## src/hw/nand_host_pkg.sv

```systemverilog
package nand_host_pkg;

  // Core clock
  localparam int CLK_PERIOD_NS = 40;

  // Pin timing, in nanoseconds, and derived cycle counts (rounded up)
  localparam int WE_PULSE_NS = 12;
  localparam int WE_PULSE_CYC =
    (WE_PULSE_NS + CLK_PERIOD_NS - 1) / CLK_PERIOD_NS;
  localparam int READ_ACCESS_DELAY_NS = 20;
  localparam int READ_ACCESS_CYC =
    (READ_ACCESS_DELAY_NS + CLK_PERIOD_NS - 1) / CLK_PERIOD_NS;
  localparam int BUSY_ONSET_NS = 100;
  localparam int BUSY_ONSET_CYC =
    (BUSY_ONSET_NS + CLK_PERIOD_NS - 1) / CLK_PERIOD_NS;
  localparam int SYNC_STAGES = 3;

  // Page geometry: 2048 data bytes plus 64 spare bytes
  localparam logic [11:0] PAGE_BYTES = 12'h840;
  localparam int ADDR_CYCLES = 4;

  // Software register offsets
  localparam logic [7:0] OFS_OP = 8'h00;
  localparam logic [7:0] OFS_COL = 8'h04;
  localparam logic [7:0] OFS_ROW = 8'h08;
  localparam logic [7:0] OFS_CTRL = 8'h0C;
  localparam logic [7:0] OFS_STATUS = 8'h10;
  localparam logic [7:0] OFS_DATA = 8'h14;

  // Field positions
  localparam int CTRL_WP_RELEASE_BIT = 0;
  localparam int ST_BUSY_BIT = 0;
  localparam int ST_READY_BIT = 1;
  localparam int ST_REREAD_BIT = 2;
  localparam int ST_ERR_BIT = 3;
  localparam int ST_BYTE_LSB = 8;

  // Reset values
  localparam logic WP_N_RESET = 1'b0;
  localparam logic [11:0] COL_RESET = 12'h000;
  localparam logic [15:0] ROW_RESET = 16'h0000;

  // Command codes presented to the flash
  localparam logic [7:0] CMD_READ_SETUP = 8'h00;
  localparam logic [7:0] CMD_READ_GO = 8'h30;
  localparam logic [7:0] CMD_CACHE_NEXT = 8'h31;
  localparam logic [7:0] CMD_CACHE_LAST = 8'h3F;
  localparam logic [7:0] CMD_COL_SETUP = 8'h05;
  localparam logic [7:0] CMD_COL_GO = 8'hE0;
  localparam logic [7:0] CMD_STATUS = 8'h70;
  localparam logic [7:0] CMD_RESET = 8'hFF;

  // Operations software can start
  typedef enum logic [2:0] {
    OP_PAGE_READ = 3'b000,
    OP_RAND_CACHE = 3'b001,
    OP_SEQ_CACHE = 3'b010,
    OP_LAST_CACHE = 3'b011,
    OP_COL_CHANGE = 3'b100,
    OP_STATUS = 3'b101,
    OP_RESET = 3'b110,
    OP_READ_BYTE = 3'b111
  } op_type;

  // Kinds of single bus cycle
  typedef enum logic [1:0] {
    CYC_CMD = 2'b00,
    CYC_ADDR = 2'b01,
    CYC_READ = 2'b10
  } cyc_kind_type;

  // Steps of one operation
  typedef struct packed {
    logic pre_en;
    logic [7:0] pre_code;
    logic [2:0] naddr;
    logic post_en;
    logic [7:0] post_code;
    logic wait_rdy;
    logic rd_byte;
  } plan_type;

  // Expands an operation into its command, address and data steps
  function automatic plan_type op_plan(input op_type op, input logic reread);
    plan_type p;
    p = '{1'b1, CMD_READ_SETUP, 3'h0, 1'b0, CMD_READ_GO, 1'b0, 1'b0};
    unique case (op)
      OP_PAGE_READ:
      begin
        p.naddr = 3'h4;
        p.post_en = 1'b1;
        p.wait_rdy = 1'b1;
      end
      OP_RAND_CACHE:
      begin
        p.naddr = 3'h4;
        p.post_en = 1'b1;
        p.post_code = CMD_CACHE_NEXT;
        p.wait_rdy = 1'b1;
      end
      OP_SEQ_CACHE:
      begin
        p.pre_code = CMD_CACHE_NEXT;
        p.wait_rdy = 1'b1;
      end
      OP_LAST_CACHE:
      begin
        p.pre_code = CMD_CACHE_LAST;
        p.wait_rdy = 1'b1;
      end
      OP_COL_CHANGE:
      begin
        p.pre_code = CMD_COL_SETUP;
        p.naddr = 3'h2;
        p.post_en = 1'b1;
        p.post_code = CMD_COL_GO;
      end
      OP_STATUS:
      begin
        p.pre_code = CMD_STATUS;
        p.rd_byte = 1'b1;
      end
      OP_RESET:
      begin
        p.pre_code = CMD_RESET;
        p.wait_rdy = 1'b1;
      end
      OP_READ_BYTE:
      begin
        p.pre_en = reread;
        p.rd_byte = 1'b1;
      end
    endcase
    return p;
  endfunction : op_plan

endpackage : nand_host_pkg

```

## src/hw/nand_cycle_if.sv

```systemverilog
`timescale 1ns/1ps
// One bus cycle request from the sequencer to the pin engine
interface nand_cycle_if;
  logic req;
  nand_host_pkg::cyc_kind_type kind;
  logic [7:0] wbyte;
  logic [7:0] io_sync;
  logic done;
  logic [7:0] rbyte;

  modport seq (output req, output kind, output wbyte, output io_sync,
    input done, input rbyte);
  modport eng (input req, input kind, input wbyte, input io_sync,
    output done, output rbyte);
endinterface : nand_cycle_if

```

## src/hw/nand_cycle_engine.sv

```systemverilog
`timescale 1ns/1ps
module nand_cycle_engine (
  input logic core_clk,
  input logic rstn,
  input logic clk_en,
  nand_cycle_if.eng bus,
  output logic cle,
  output logic ale,
  output logic we_n,
  output logic re_n,
  output logic [7:0] io_out,
  output logic io_oe
);

  typedef enum logic [1:0] {
    E_IDLE = 2'b00,
    E_STROBE = 2'b01,
    E_HOLD = 2'b10,
    E_READ = 2'b11
  } eng_state_type;

  localparam logic [3:0] WE_LAST =
    4'(nand_host_pkg::WE_PULSE_CYC - 1);
  // Access delay plus synchroniser latency before the byte is trusted;
  // the agreeing output only settles one edge after the third stage fills
  localparam logic [3:0] RD_LAST =
    4'(nand_host_pkg::READ_ACCESS_CYC + nand_host_pkg::SYNC_STAGES);

  eng_state_type state_q;
  logic [3:0] cnt_q;

  // Strobe timing for one command, address or read cycle
  always_ff @(posedge core_clk)
  begin
    if (!rstn)
    begin
      state_q <= E_IDLE;
      cnt_q <= 4'h0;
      cle <= 1'b0;
      ale <= 1'b0;
      we_n <= 1'b1;
      re_n <= 1'b1;
      io_out <= 8'h00;
      io_oe <= 1'b0;
      bus.done <= 1'b0;
      bus.rbyte <= 8'h00;
    end
    else if (clk_en)
    begin
      bus.done <= 1'b0;
      unique case (state_q)
        E_IDLE:
        begin
          if (bus.req)
          begin
            if (bus.kind == nand_host_pkg::CYC_READ)
            begin
              re_n <= 1'b0;
              cnt_q <= RD_LAST;
              state_q <= E_READ;
            end
            else
            begin
              cle <= (bus.kind == nand_host_pkg::CYC_CMD);
              ale <= (bus.kind == nand_host_pkg::CYC_ADDR);
              io_out <= bus.wbyte;
              io_oe <= 1'b1;
              we_n <= 1'b0;
              cnt_q <= WE_LAST;
              state_q <= E_STROBE;
            end
          end
        end
        E_STROBE:
        begin
          // Latch edge; latch enables and data held one cycle past it
          if (cnt_q == 4'h0)
          begin
            we_n <= 1'b1;
            state_q <= E_HOLD;
          end
          else
            cnt_q <= cnt_q - 4'h1;
        end
        E_HOLD:
        begin
          cle <= 1'b0;
          ale <= 1'b0;
          io_oe <= 1'b0;
          bus.done <= 1'b1;
          state_q <= E_IDLE;
        end
        E_READ:
        begin
          if (cnt_q == 4'h0)
          begin
            bus.rbyte <= bus.io_sync;
            re_n <= 1'b1;
            bus.done <= 1'b1;
            state_q <= E_IDLE;
          end
          else
            cnt_q <= cnt_q - 4'h1;
        end
      endcase
    end
  end

endmodule : nand_cycle_engine

```

## src/hw/nand_host_ctrl.sv

```systemverilog
`timescale 1ns/1ps
// Overview of operation
// Each read strobe pulse fetches the next byte; column advances per pulse.
// Latch address bytes with address latch high on write strobe rise.
// Latch command bytes with command latch high on write strobe rise.
// Write protect low blocks program and erase; driven from a control bit.
// Ready-busy low while array work runs; high once it completes.
// Address is four bytes: column low, column high, row low, row high.
// Upper four bits of the second address byte are driven low.
// Extra address bytes beyond four are ignored by the flash.
// While busy only status query and reset commands are issued.
// Only defined command codes are ever placed on the bus.
// Column change is refused for columns outside the loaded page.
// Flash starts in read mode; first read needs no setup command.
// Page read is 00h, four addresses, 30h, then busy for load time.
// After a status query, reissue 00h before reading data bytes.
// Data comes out sequentially from the start column to page end.
// Cache and data registers work independently of each other.
// Cache read begins with an ordinary 00h-30h page read.
// Command 31h fetches the next page while the cache stays readable.
// 00h, four addresses, 31h fetches a chosen page into the data register.
// Each continuing cache read holds ready-busy low for the cache time.
// Status bits 6:5 read 00 while cache-busy, 10 once data ready.
// After a cache transfer output starts at column 0 unless changed.
// Command 3Fh copies data to cache without another array fetch.
// Chip enable high means the flash ignores the bus and floats it.
// Command, address and data bytes are captured on write strobe rise.
// After 3Fh completes, status bits 6:5 both read 1.
// Load time and cache busy time are settable on the flash model.
module nand_host_ctrl (
  input logic core_clk,
  input logic rstn,
  input logic clk_en,
  input logic [7:0] sw_addr,
  input logic [31:0] sw_wdata,
  input logic sw_wr,
  input logic sw_rd,
  output logic [31:0] sw_rdata,
  output logic ce_n,
  output logic cle,
  output logic ale,
  output logic we_n,
  output logic re_n,
  output logic wp_n,
  output logic [7:0] io_out,
  output logic io_oe,
  input logic [7:0] io_in,
  input logic ready_busy_n
);

  typedef enum logic [2:0] {
    S_IDLE = 3'b000,
    S_PRE = 3'b001,
    S_ADDR = 3'b010,
    S_POST = 3'b011,
    S_ONSET = 3'b100,
    S_WAIT_RDY = 3'b101,
    S_READ = 3'b110
  } state_type;

  localparam logic [2:0] ONSET_LAST =
    3'(nand_host_pkg::BUSY_ONSET_CYC - 1);

  nand_cycle_if cyc ();

  state_type state_q;
  nand_host_pkg::plan_type plan_q;
  nand_host_pkg::plan_type new_plan;
  nand_host_pkg::op_type new_op;
  logic [2:0] addr_idx_q;
  logic [2:0] onset_cnt_q;
  logic issued_q;
  logic req_q;
  logic [11:0] col_q;
  logic [15:0] row_q;
  logic err_q;
  logic reread_q;
  logic [7:0] status_byte_q;
  logic [7:0] data_q;
  logic [8:0] pins_sync;
  logic flash_ready;
  logic op_write;
  logic start_ok;
  logic start_bad;

  // Next step of an operation, skipping steps the plan does not use
  function automatic state_type step_after(input state_type s,
    input nand_host_pkg::plan_type p);
    state_type n;
    n = S_IDLE;
    if (s == S_ONSET)
      n = S_WAIT_RDY;
    else if (s == S_IDLE && p.pre_en)
      n = S_PRE;
    else if ((s == S_IDLE || s == S_PRE) && p.naddr != 3'h0)
      n = S_ADDR;
    else if ((s == S_IDLE || s == S_PRE || s == S_ADDR) && p.post_en)
      n = S_POST;
    else if (s != S_WAIT_RDY && s != S_READ && p.wait_rdy)
      n = S_ONSET;
    else if (s != S_READ && p.rd_byte)
      n = S_READ;
    return n;
  endfunction : step_after

  // Address byte order: column low, column high, row low, row high
  function automatic logic [7:0] addr_byte(input logic [2:0] idx,
    input logic [11:0] col, input logic [15:0] row);
    logic [7:0] b;
    b = col[7:0];
    unique case (idx)
      3'h1: b = {4'h0, col[11:8]};
      3'h2: b = row[7:0];
      3'h3: b = row[15:8];
      default: b = col[7:0];
    endcase
    return b;
  endfunction : addr_byte

  // Ready-busy and the data bus arrive asynchronously
  nand_pin_sync #(
    .WIDTH(9)
  ) u_sync (
    .core_clk(core_clk),
    .rstn(rstn),
    .clk_en(clk_en),
    .pin_in({ready_busy_n, io_in}),
    .pin_out(pins_sync)
  );

  nand_cycle_engine u_engine (
    .core_clk(core_clk),
    .rstn(rstn),
    .clk_en(clk_en),
    .bus(cyc.eng),
    .cle(cle),
    .ale(ale),
    .we_n(we_n),
    .re_n(re_n),
    .io_out(io_out),
    .io_oe(io_oe)
  );

  assign flash_ready = pins_sync[8];
  assign cyc.io_sync = pins_sync[7:0];
  assign cyc.req = req_q;

  // Start checks on a write to the operation register
  always_comb
  begin
    new_op = nand_host_pkg::op_type'(sw_wdata[2:0]);
    new_plan = nand_host_pkg::op_plan(new_op, reread_q);
    op_write = sw_wr && sw_addr == nand_host_pkg::OFS_OP;
    start_ok = op_write && state_q == S_IDLE
      && (flash_ready || new_op == nand_host_pkg::OP_STATUS
        || new_op == nand_host_pkg::OP_RESET)
      && !(new_op == nand_host_pkg::OP_COL_CHANGE
        && col_q >= nand_host_pkg::PAGE_BYTES);
    start_bad = op_write && !start_ok;
  end

  // Cycle kind and byte for the step in progress
  always_comb
  begin
    cyc.kind = nand_host_pkg::CYC_CMD;
    cyc.wbyte = plan_q.pre_code;
    unique case (state_q)
      S_ADDR:
      begin
        cyc.kind = nand_host_pkg::CYC_ADDR;
        cyc.wbyte = addr_byte(addr_idx_q, col_q, row_q);
      end
      S_POST: cyc.wbyte = plan_q.post_code;
      S_READ: cyc.kind = nand_host_pkg::CYC_READ;
      default: cyc.wbyte = plan_q.pre_code;
    endcase
  end

  // Operation sequencer
  always_ff @(posedge core_clk)
  begin
    if (!rstn)
    begin
      state_q <= S_IDLE;
      plan_q <= '0;
      addr_idx_q <= 3'h0;
      onset_cnt_q <= 3'h0;
      issued_q <= 1'b0;
      req_q <= 1'b0;
      ce_n <= 1'b1;
    end
    else if (clk_en)
    begin
      req_q <= 1'b0;
      unique case (state_q)
        S_IDLE:
        begin
          ce_n <= 1'b1;
          addr_idx_q <= 3'h0;
          if (start_ok)
          begin
            plan_q <= new_plan;
            ce_n <= 1'b0;
            state_q <= step_after(S_IDLE, new_plan);
          end
        end
        S_ONSET:
        begin
          // Ready-busy falls only some time after the last command
          if (onset_cnt_q == 3'h0)
            state_q <= step_after(S_ONSET, plan_q);
          else
            onset_cnt_q <= onset_cnt_q - 3'h1;
        end
        S_WAIT_RDY:
        begin
          if (flash_ready)
            state_q <= step_after(S_WAIT_RDY, plan_q);
        end
        default:
        begin
          // One engine cycle per step, one per byte in S_ADDR: request once, wait for done
          if (!issued_q)
          begin
            req_q <= 1'b1;
            issued_q <= 1'b1;
          end
          else if (cyc.done)
          begin
            issued_q <= 1'b0;
            onset_cnt_q <= ONSET_LAST;
            if (state_q == S_ADDR && addr_idx_q != plan_q.naddr - 3'h1)
              addr_idx_q <= addr_idx_q + 3'h1;
            else
              state_q <= step_after(state_q, plan_q);
          end
        end
      endcase
    end
  end

  // Read-back bytes and the reissue-read flag
  always_ff @(posedge core_clk)
  begin
    if (!rstn)
    begin
      status_byte_q <= 8'h00;
      data_q <= 8'h00;
      reread_q <= 1'b0;
    end
    else if (clk_en && cyc.done)
    begin
      if (state_q == S_READ && plan_q.pre_code == nand_host_pkg::CMD_STATUS)
      begin
        status_byte_q <= cyc.rbyte;
        reread_q <= 1'b1;
      end
      else if (state_q == S_READ)
        data_q <= cyc.rbyte;
      else if (state_q == S_PRE
        && plan_q.pre_code == nand_host_pkg::CMD_READ_SETUP)
        reread_q <= 1'b0;
    end
  end

  // Software-written settings
  always_ff @(posedge core_clk)
  begin
    if (!rstn)
    begin
      col_q <= nand_host_pkg::COL_RESET;
      row_q <= nand_host_pkg::ROW_RESET;
      wp_n <= nand_host_pkg::WP_N_RESET;
    end
    else if (clk_en && sw_wr && state_q == S_IDLE)
    begin
      // Address changes mid-operation would corrupt the cycle bytes
      if (sw_addr == nand_host_pkg::OFS_COL)
        col_q <= sw_wdata[11:0];
      if (sw_addr == nand_host_pkg::OFS_ROW)
        row_q <= sw_wdata[15:0];
      if (sw_addr == nand_host_pkg::OFS_CTRL)
        wp_n <= sw_wdata[nand_host_pkg::CTRL_WP_RELEASE_BIT];
    end
  end

  // Refused-start flag; a new refusal beats a clear
  always_ff @(posedge core_clk)
  begin
    if (!rstn)
      err_q <= 1'b0;
    else if (clk_en)
    begin
      if (start_bad)
        err_q <= 1'b1;
      else if (sw_wr && sw_addr == nand_host_pkg::OFS_STATUS
        && sw_wdata[nand_host_pkg::ST_ERR_BIT])
        err_q <= 1'b0;
    end
  end

  // Read data valid only in the cycle after the strobe
  always_ff @(posedge core_clk)
  begin
    if (!rstn)
      sw_rdata <= 32'h0000_0000;
    else if (clk_en)
    begin
      sw_rdata <= 32'h0000_0000;
      if (sw_rd)
      begin
        unique case (sw_addr)
          nand_host_pkg::OFS_COL: sw_rdata <= {20'h0_0000, col_q};
          nand_host_pkg::OFS_ROW: sw_rdata <= {16'h0000, row_q};
          nand_host_pkg::OFS_CTRL: sw_rdata <= {31'h0000_0000, wp_n};
          nand_host_pkg::OFS_STATUS:
            sw_rdata <= {16'h0000, status_byte_q, 4'h0, err_q, reread_q,
              flash_ready, state_q != S_IDLE};
          nand_host_pkg::OFS_DATA: sw_rdata <= {24'h00_0000, data_q};
          default: sw_rdata <= 32'h0000_0000;
        endcase
      end
    end
  end

endmodule : nand_host_ctrl

```

## src/hw/nand_pin_sync.sv

```systemverilog
`timescale 1ns/1ps
module nand_pin_sync #(
  parameter int WIDTH = 9
) (
  input logic core_clk,
  input logic rstn,
  input logic clk_en,
  input logic [WIDTH-1:0] pin_in,
  output logic [WIDTH-1:0] pin_out
);

  logic [WIDTH-1:0] s1_q;
  logic [WIDTH-1:0] s2_q;
  logic [WIDTH-1:0] s3_q;

  // Three stages; output moves only when stages two and three agree
  genvar i;
  generate
    for (i = 0; i < WIDTH; i++)
    begin : g_bit
      always_ff @(posedge core_clk)
      begin
        if (!rstn)
        begin
          s1_q[i] <= 1'b1;
          s2_q[i] <= 1'b1;
          s3_q[i] <= 1'b1;
          pin_out[i] <= 1'b1;
        end
        else if (clk_en)
        begin
          s1_q[i] <= pin_in[i];
          s2_q[i] <= s1_q[i];
          s3_q[i] <= s2_q[i];
          if (s2_q[i] == s3_q[i])
            pin_out[i] <= s3_q[i];
        end
      end
    end
  endgenerate

endmodule : nand_pin_sync
```

## config.mk

```make
export PLATFORM = sky130hd
export DESIGN_NAME = nand_host_ctrl
export DESIGN_NICKNAME = d
export VERILOG_FILES = /design/src/hw/nand_host_pkg.sv /design/src/hw/nand_cycle_if.sv /design/src/hw/nand_cycle_engine.sv /design/src/hw/nand_host_ctrl.sv /design/src/hw/nand_pin_sync.sv
export SDC_FILE = /design/constraint.sdc
export NUM_CORES = 1
export LEC_CHECK = 0
export BUFFER_PORTS_ARGS = -buffer_cell sky130_fd_sc_hd__buf_2
export CORE_AREA = 2 2 138 140
export CTS_CLUSTER_DIAMETER = 30
export DETAILED_ROUTE_END_ITERATION = 8
export DIE_AREA = 0 0 140 142
export GPL_TIMING_DRIVEN = 0
export PLACE_DENSITY = 0.61
export SLEW_MARGIN = 10
export SYNTH_ARGS = -nofsm -noshare
export SYNTH_HDL_FRONTEND = slang
export SYNTH_HIERARCHICAL = 1
export SYNTH_SLANG_ARGS = --single-unit
```

## constraint.sdc

```tcl
create_clock -name core_clk -period 3.8 [get_ports core_clk]
set_input_delay 0 -clock core_clk [delete_from_list [all_inputs] [get_ports core_clk]]
set_output_delay 0 -clock core_clk [all_outputs]
set_load 0.03 [all_outputs]
```

# == Word-level counts from Yosys, hierarchy flattened ==
# Index checks and enable logic that the tools add are counted.
# totals
rom_bits,0
register_bits,178
latch_bits,0
mem_count,0
inputBits,54
elab_cells,288
ramBits,0
# op_classes
add_sub_neg,4
mul,0
n_bitwise,5
n_div,0
reduce_logical,86
n_shift,0
n_lt_le_gt_ge,1
muxes,74
eq_ne,51
# op_table
op,count
16-bit case mux with 5 select lines,1
3-bit 2-to-1 mux,24
8-bit case mux with 5 select lines,1
8-bit case mux with 2 select lines,2
2-bit AND reduction,16
1-bit 2-to-1 mux,25
8-bit case mux with 3 select lines,1
2-bit nonzero test,11
"3-bit == test, second input constant",7
1-bit logical AND,20
5-bit AND reduction,4
"3-bit by 2-bit == test with 1-bit output, second input constant",6
"8-bit by 4-bit == test with 1-bit output, second input constant",2
"8-bit by 5-bit == test with 1-bit output, second input constant",2
8-bit logical NOT,2
16-bit 2-to-1 mux,1
4-bit case mux with 2 select lines,2
4-bit AND reduction,4
"12-bit >= comparator, second input constant",1
"2-bit inequality test, second input constant",6
1-bit case mux with 2 select lines,6
3-bit case mux with 2 select lines,2
3-bit AND reduction,4
"2-bit by 1-bit inequality test with 1-bit output, second input constant",5
29 further kinds,66

# == Depth between registers and ports, before layout ==
# Gate-level depths: netlist (run 1).
# depth
word_depth,11
ltp_mapped,10
depth_no_buf,9

# == Modules after synthesis ==
# Netlist (run 1), hierarchy kept.
# by_module_without_submodules
module,seq_area_each_um2,n_inst,area_per_inst_um2,cells_each
nand_host_ctrl,1781.7,1,4660.7,581
nand_pin_sync,720.7,1,1361.3,134
nand_cycle_engine,560.5,1,1221.2,138

# == Least setup slack after synthesis (run 1) ==
# OpenSTA, ideal clock, no wires.
# synth_path
kind,register to register
start,"reg, netlist name state_q[0]"
end,reg u_engine.re_n
path_buffers,4
path_slack_ns,1.790
stages_incl_launch_ff,9
t_arrival_ns,1.882
cell_sequence,dfxtp_1 -> clkbuf_1 -> clkbuf_1 -> clkbuf_1 -> nor2_1 -> nand2b_1 -> buf_1 -> o21ai_0 -> nand3b_1
# synth_rtl
element,line_no,source
"end signal, assigned",nand_cycle_engine.sv:42,re_n <= 1'b1;
"end signal, assigned",nand_cycle_engine.sv:58,re_n <= 1'b0;
"end signal, assigned",nand_cycle_engine.sv:98,re_n <= 1'b1;
"end, declared",nand_cycle_engine.sv:10,"output logic re_n,"

==> results of run 1 <==
==> metrics by stage <==
| stage | cells | setup WS, ps | util [%] |
|---|---|---|---|
| after floorplan | 868 | 1790 | - |
| after global placement | 1170 | 1140 | 43.0 |
| after detailed placement | 1170 | 1110 | 43.0 |
| after CTS | 1228 | 1090 | 47.7 |
| after global routing | 1228 | 785 | 47.7 |
| final | 1228 | 1010 | 47.7 |
==> sequential cells by signal, summed over array words and instances, names as in the netlist, 3 cells and up <==
name and flops:
row_q 16, sw_rdata 16, plan_q 14, col_q 12
u_sync/pin_out 9, u_sync/s1_q 9, u_sync/s2_q 9, u_sync/s3_q 9
data_q 8, status_byte_q 8, u_engine/bus.rbyte 8, u_engine/io_out 8
u_engine/cnt_q 4, addr_idx_q 3, onset_cnt_q 3, state_q 3
==> Yosys cell counts (6+ instances only) <==
cell	count	share of area (%)
nand4_1	9	0.78
or3_1	6	0.52
nor3_1	10	0.69
xor2_1	6	0.73
dfxtp_1	153	42
o22ai_1	6	0.52
mux2i_1	54	7.5
o21ai_0	41	2.8
buf_4	17	1.8
nor2_1	53	2.7
a221oi_1	9	1.1
nand2_1	107	5.5
ha_1	8	1.4
nand3_1	53	3.7
a32oi_1	9	1.1
inv_1	16	0.83
a21oi_1	91	6.3
nor2b_1	17	1.5
nand3b_1	8	0.83
buf_2	6	0.41
nand2b_1	16	1.4
or2b_1	8	0.83
nor3b_1	6	0.62
clkbuf_1	44	2.3
==> layout make-up <==
type                            instances  area share [%]
Clock inverter                         14            2.13
Timing Repair Buffer                   94            6.82
Sequential cell                       153            34.8
Clock buffer                           18            4.87
Multi-Input combinational cell        623            42.7
Inverter                               17           0.724
Buffer                                 75            4.62
Tap cell                              234            3.32
==> metal layers <==
metal / up-vias / GRT usage [%] / part of all wire (%)
met5: - / 0 / 0
li1: 3276 / - / -
met2: 217 / 33.5 / 45
met4: 0 / 9.14 / 3.0
met1: 3110 / 29.4 / 47
met3: 42 / 3.16 / 5.7
==> report_power, final <==
part,switching [uW],leakage [uW],internal (uW),total [uW]
Clock,733,0.000302,1050,1790
Combinational,150,0.00180,93.5,244
Sequential,10.9,0.00124,1620,1630
Total,894,0.00334,2760,3660
==> how the worst max path moves through the flow <==
stage | endpoint | start | slack, ps | depth (start not counted)
detailed placement | u_engine/re_n$_SDFFE_PN1P_ | state_q[0]$_SDFFE_PN0P_ | 1110 | 8
global placement | u_engine/re_n$_SDFFE_PN1P_ | state_q[0]$_SDFFE_PN0P_ | 1140 | 8
CTS | u_engine/re_n$_SDFFE_PN1P_ | state_q[0]$_SDFFE_PN0P_ | 1090 | 8
finish | u_engine/re_n$_SDFFE_PN1P_ | state_q[0]$_SDFFE_PN0P_ | 1010 | 8
global route | u_engine/re_n$_SDFFE_PN1P_ | state_q[0]$_SDFFE_PN0P_ | 780 | 8
floorplan | u_engine/re_n$_SDFFE_PN1P_ | state_q[0]$_SDFFE_PN0P_ | 1790 | 8
==> repair_timing <==
action                                 CTS  global route
gates resized for setup                  0             0
hold buffers                            26             0
endpoints found under the hold margin   34             0
==> worst min-delay path, stage by stage <==
cell and delay (ps):
buf_2 150, nor4b_4 100, nand4_1 110, a21oi_1 70
==> cell families (layout without fill, tap and decap cells) <==
| family | Yosys count | count (layout) |
|---|---|---|
| other | 1 | 16 |
| DFF | 153 | 153 |
| and+or+nand+nor | 318 | 318 |
| muxes | 58 | 58 |
| adders and majority gates | 8 | 8 |
| xor gates and xnor gates | 7 | 7 |
| AOI/OAI and AO/OA | 216 | 216 |
| buffers and inverters | 92 | 218 |
==> results list, run 1 <==
* Post-synthesis cell count: 853
* Clock-pin slew reported for the worst setup and hold paths after clock tree synthesis: 60 ps
- Worst path max stage delay: 440 ps
- XOR/XNOR share of the synthesized area: 0.846%
- The most numerous cell type found on the critical path is clkbuf_1.
- Dividing the final minimum period by the clock period gives 73.4%.
- Count of standard-cell rows: 50
- Leaving out fill and tap cells, the most frequent cells in the layout are dfxtp_1, nand2_1, a21oi_1.
- Violated checks: DRC
* Area taken by flip-flops and latches: 0.00306 mm^2
* Area of the core: 0.0185 mm^2
* Hold depth: 4
- The worst register-to-register path begins at state_q[0]$_SDFFE_PN0P_.
- Worst ir drop on vdd: 0.306 mV
- Yosys printed 6 warnings.
* Detailed Route Iter0 Violations: 649
- Final Net Count: 1,043
- Min Tclk post-route: 2790 ps
- Headroom to the max-slew limit: 30.7%
- Leaving out fill and tap cells, the most frequent cell in the layout is dfxtp_1.
- Hold timing on the final database bottoms out at a slack of 46.3 ps.
- TritonCTS Sinks: 153
- Of the total synthesized cell area, the portion taken by full adders, half adders and majority gates is 1.38%.
* Startpoint-to-endpoint class of the critical path: reg2reg
- In the synthesized netlist, mux cells make up 8.08% of the area.
- The first global-routing pass estimated 33,400 um of wire.
- Worst setup EP type: flop
- Root buf cell: clkbuf_16
- In this run the most critical hold path is launched from sw_addr[1].
- Chip Height: 142 um
- Cells with a size suffix above 1 make up 13.9% of the layout.
- TritonCTS created 17 clock buffers.
- The number of buffers and inverters on the critical path is 4.
- FMAX: 359 MHz
* Post-synthesis async set-or-reset flop share: 0%
- Number of synthesized flops with an enable pin: 0
* Final clock skew: 5.57 ps
- Of the total synthesized cell area, the portion taken by AND, OR, NAND and NOR gates is 22.2%.
* DR vias: 6,645
* Layout overhead on the synthesized area: 21.6%
* H-tree depth: 4
- Total setup buffers inserted after CTS: 0
- Total of endpoints with negative setup slack in the final report: 0
- Buffers placed on the I/O ports in this run total 68.
* Count of unique library cells instantiated by Yosys: 70
* Worst slew pin tran: 1030 ps
- Area enclosed by the die boundary: 0.0199 mm^2
- The number of antenna violations at the first check in global routing was 0.
- TritonCTS built the clock tree.
- Dividing the detail-routed wire length by the instance count gives 17.0 um.
- The number of hold-slack violations in the final timing report came to 0.
* Post-detailed-route count of antenna-violating nets: 0
- The floorplan step set the die width to 140 um.
- Global route overflow: 0
- Reg-to-reg slack, setup: 1010 ps
- Slowest cell on crit path: clkbuf_1
- Overall power: 3660 uW
- Required time of the critical path: 4100 ps
* Routability congestion estimate: 0.895
* Final sum of negative setup slack: 0 ps
- Along the worst path, the maximum fanout reaches 10.
- Power density relative to cell area: 415 mW/mm^2
* 1st-pass router iterations: 9
- Summing all multi-input logic gate instances after layout gives 0.00377 mm^2.
- Latest clock arrival within the worst-skew pair: 430 ps
- Worst min-delay path category: in2reg
- For this design the top-level I/O count stands at 101.
- The tool flagged a number of max-cap violations equal to 0.
- Register area share after synthesis: 42.3%
- For hold timing, the worst endpoint is err_q$_SDFFE_PN0P_.
* Effective utilization at floorplan: 39.2%
- In the synthesized netlist the dominant register cell turns out to be dfxtp_1.
* Number of antenna repair diodes: 0
* Fraction of the mapped netlist area in compound gates: 18.6%
* Vias in the first global route: 6,203
- For this run, design rule violations remaining after detail routing come to 2.
- Leak: 0.00334 uW
* Maximum buffer depth of the clock tree: 2
* Count of filler cells inserted in the layout: 1,776
- The worst setup path is launched from a flop.
- Run status: finished, violations left
- Worst reg2reg path endpoint: u_engine/re_n$_SDFFE_PN1P_
- RSZ-0062 raised after global routing: false
- Global routing consumed, over all layers together, 21.3% of the routing resources.
* Top cell family by delay on the critical path: buffers and inverters
- Walking the worst path, the cells encountered are clkbuf_1, clkbuf_1, clkbuf_1, nor2_1, nand2b_1, buf_1, o21ai_0, nand3b_1.
* Worst-case reg-to-reg path depth: 8
- Summed instance area of the synthesized netlist: 0.00724 mm^2
- Aggregate routed wire length: 20,900 um
- Count of pins over their slew limit: 0
- After detailed placement, the total cell area comes to 0.00793 mm^2.
- For the worst setup path, the data arrival time is 3090 ps.
- Synthesis inferred 153 register bits.
- Entering global routing, the biggest net connects 20 pins.
* Final HPWL DP: 15,200 um
- Once layout is done, the placed cells without fillers occupy 0.00881 mm^2.
- Largest family of logic cells by synthesized area: simple AND/OR/NAND/NOR gates
- Using the TritonRoute via totals, the vias-per-cell ratio works out to 5.41.
* Syn avg cell area: 8.49 um^2
Power figures use the tool's default switching activity.
==> run 2: changes to the inputs <==
--- a/config.mk
+++ b/config.mk
@@ -11,7 +11,7 @@
 export DETAILED_ROUTE_END_ITERATION = 8
 export DIE_AREA = 0 0 140 142
 export GPL_TIMING_DRIVEN = 0
-export PLACE_DENSITY = 0.61
+export PLACE_DENSITY = 0.64
 export SLEW_MARGIN = 10
 export SYNTH_ARGS = -nofsm -noshare
 export SYNTH_HDL_FRONTEND = slang
==> constraint.sdc (replaced) <==
create_clock -name core_clk -period 2.25 [get_ports core_clk]
set_input_delay 0 -clock core_clk [delete_from_list [all_inputs] [get_ports core_clk]]
set_output_delay 0 -clock core_clk [all_outputs]
set_load 0.03 [all_outputs]
==> run 2 against run 1 <==
The flow still finishes with violations (DRC). Register-to-register slack got worse by 920 ps. Clock skew grew 0.60 ps. First-iteration DRC count up 12%. Non-clock buffer count decreased by 2. Final area rose by 0.50%. Critical path depth rose by 1.
==> results list, run 2 (synthesis results as in run 1) <==
- Run status: finished, violations left (unchanged).
- Violated checks: DRC (unchanged).
- The critical path data required time is 2600 ps (was 4100 ps).
* Final HPWL DP: 15,000 um (was 15,200 um)
- Chip Height: 142 um (unchanged)
- Final clock skew: 6.17 ps (was 5.57 ps)
- The cell leakage power is 0.00335 uW (was 0.00334 uW).
- The layout overhead on the synthesized area is 22.2% (was 21.6%).
- The number of global-route vias before repair came to 6,369 (was 6,203).
- The post-detailed-route count of antenna-violating nets is 0 (unchanged).
- Area occupied by multi-input gates: 0.00383 mm^2 (was 0.00377 mm^2)
* Count of port buffers added during placement: 68 (unchanged)
* DR WL/cell: 17.2 um (was 17.0 um)
- Number of antenna repair diodes: 0 (unchanged)
- H-tree depth: 4 (unchanged)
- The CTS sink count was 153 (unchanged).
- Horizontal extent of the die: 140 um (unchanged)
- Area of the core: 0.0185 mm^2 (unchanged)
- Count of max-cap constraint violations: 0 (unchanged)
- The setup-violating endpoint count in the final report came to 0 (unchanged).
* Crit Path Max Fanout: 10 (unchanged)
- The power density of the placed cells was 685 mW/mm^2 (was 415 mW/mm^2).
- Area of placed instances: 0.00793 mm^2 (unchanged)
* Latest clock arrival within the worst-skew pair: 430 ps (about the same)
* Count of filler cells inserted in the layout: 1,816 (was 1,776)
* Worst slew pin tran: 733 ps (was 1030 ps)
- The final RePlAce weighted congestion came to 0.886 (was 0.895).
- Clock-pin slew reported for the worst setup and hold paths after clock tree synthesis: 70 ps (was 60 ps)
- The overall via count from detail_route was 6,829 (was 6,645).
- The final cycle utilization of the critical path came to 95.8% (was 73.4%).
* Startpoint kind of the worst setup timing path: flop (unchanged)
- Number of hold violations in the final report: 0 (unchanged)
- Global route overflow: 0 (unchanged)
* Aggregate routed wire length: 21,100 um (was 20,900 um)
* Count of pins over their slew limit: 0 (unchanged)
- Area taken by flip-flops and latches: 0.00307 mm^2 (was 0.00306 mm^2)
* Detailed Route Iter0 Violations: 726 (was 649)
- The TritonCTS clock tree was done (unchanged).
- Initial antenna violation count: 0 (unchanged)
- The worst supply voltage drop on vdd was 0.548 mV (was 0.306 mV).
- I/O pins: 101 (unchanged)
- Post-Route Hold Slack: 26.5 ps (was 46.3 ps)
* Maximum buffer depth of the clock tree: 2 (unchanged)
* Data arrival time at the worst-slack endpoint: 2510 ps (was 3090 ps)
* Largest registers: row_q (16), sw_rdata (16), plan_q (14) (unchanged)
- The detail-routed via count per cell was 5.57 (was 5.41).
- The endpoint class of the critical path is a flop (unchanged).
* Effective utilization at floorplan: 39.2% (unchanged)
- Final Net Count: 1,041 (was 1,043)
- Startpoint-to-endpoint class of the critical path: reg2reg (unchanged)
- Count of standard-cell rows: 50 (unchanged)
- Layout cells sized above 1: 16.0% (was 13.9%)
- Worst min-delay path category: in2reg (unchanged)
* 1st-pass router iterations: 7 (was 9)
* Area enclosed by the die boundary: 0.0199 mm^2 (unchanged)
* Highest-count cells in the layout ignoring fill and taps: dfxtp_1, nand2_1, a21oi_1 (unchanged)
- The global-route usage over all layers is 21.1% (was 21.3%).
- The commonest non-fill, non-tap cell in the layout is dfxtp_1 (unchanged).
- The minimum period implied by the final worst setup slack came to 2160 ps (was 2790 ps).
* Final instance area: 0.00885 mm^2 (was 0.00881 mm^2)
- The maximum achievable frequency was 464 MHz (was 359 MHz).
- The summed negative setup slack over all endpoints came to 0 ps (unchanged).
* Headroom to the max-slew limit: 50.8% (was 30.7%)
- The buffer cell driving the clock tree root is clkbuf_16 (unchanged).
- The maximum number of pins on one net before global-route repair was 20 (unchanged).
- The number of buffers inserted during clock tree synthesis is 17 (unchanged).
- The remaining design rule violation count came to 3 (was 2).
- The global-route wire length before repair came to 33,200 um (was 33,400 um).
## run 2: changes by cell type in the layout (fill, tap and decap cells not counted), sizes merged
cell      change
inv           +5
bufinv        -1
clkinv        -4
buf           +1
clkinvlp      -1
clkbuf        -3
## run 2: worst paths after layout
check	start	depth (start not counted)	end	slack (ps)
max	state_q[0]$_SDFFE_PN0P_	9	u_engine/state_q[1]$_SDFFE_PN0P_	90
min	sw_addr[1]	4	err_q$_SDFFE_PN0P_	30
min reg2reg	u_engine/io_out[2]$_SDFFE_PN0P_	2	u_engine/io_out[2]$_SDFFE_PN0P_	460
max reg2reg	state_q[0]$_SDFFE_PN0P_	9	u_engine/state_q[1]$_SDFFE_PN0P_	90
## run 2: worst max-delay path: stages (launching register included)
cell      delay (ps)
dfxtp_1          420
clkbuf_2         250
clkbuf_2         260
clkbuf_4         280
nor2_4            90
nand2b_2         250
buf_2            200
o22ai_1          150
a21oi_1           60
nor2_1           130
## run 2: routing by layer
layer  part of all wire [%]  GRT usage, %
met5                      0             0
met2                     45          33.4
met1                     45          27.8
met3                    6.8          4.95
met4                    3.3          9.20
## run 2: layout make-up
class                           count  area share [%]
Clock buffer                       18            4.85
Tap cell                          234            3.31
Inverter                           17           0.721
Sequential cell                   153            34.6
Multi-Input combinational cell    623            43.3
Clock inverter                     13            1.75
Buffer                             72            4.58
Timing Repair Buffer               95            6.87
## run 2: what timing repair did
item | 4_1_cts | 5_1_grt
endpoints found under the setup margin | 57 | 36
endpoints found under the hold margin | 34 | 0
hold buffers | 26 | 0
pin swaps | 0 | 1
gates resized for setup | 9 | 20
buffers inserted | 0 | 1
## run 2: where the power goes
part / internal (uW) / switching [uW]
clock: 1670 / 1230
combinational: 159 / 257
sequential: 2730 / 18.5
total: 4560 / 1510
## run 2: metrics by stage
step	std cells	utilization, %	total power [uW]	setup slack [ps]
floorplan	868	-	3060	240
global placement	1170	43.0	3180	-390
detailed placement	1170	43.0	3180	-455
CTS	1225	47.7	6090	10.8
global route	1225	48.0	6270	-0.570
finish	1225	48.0	6060	94.7
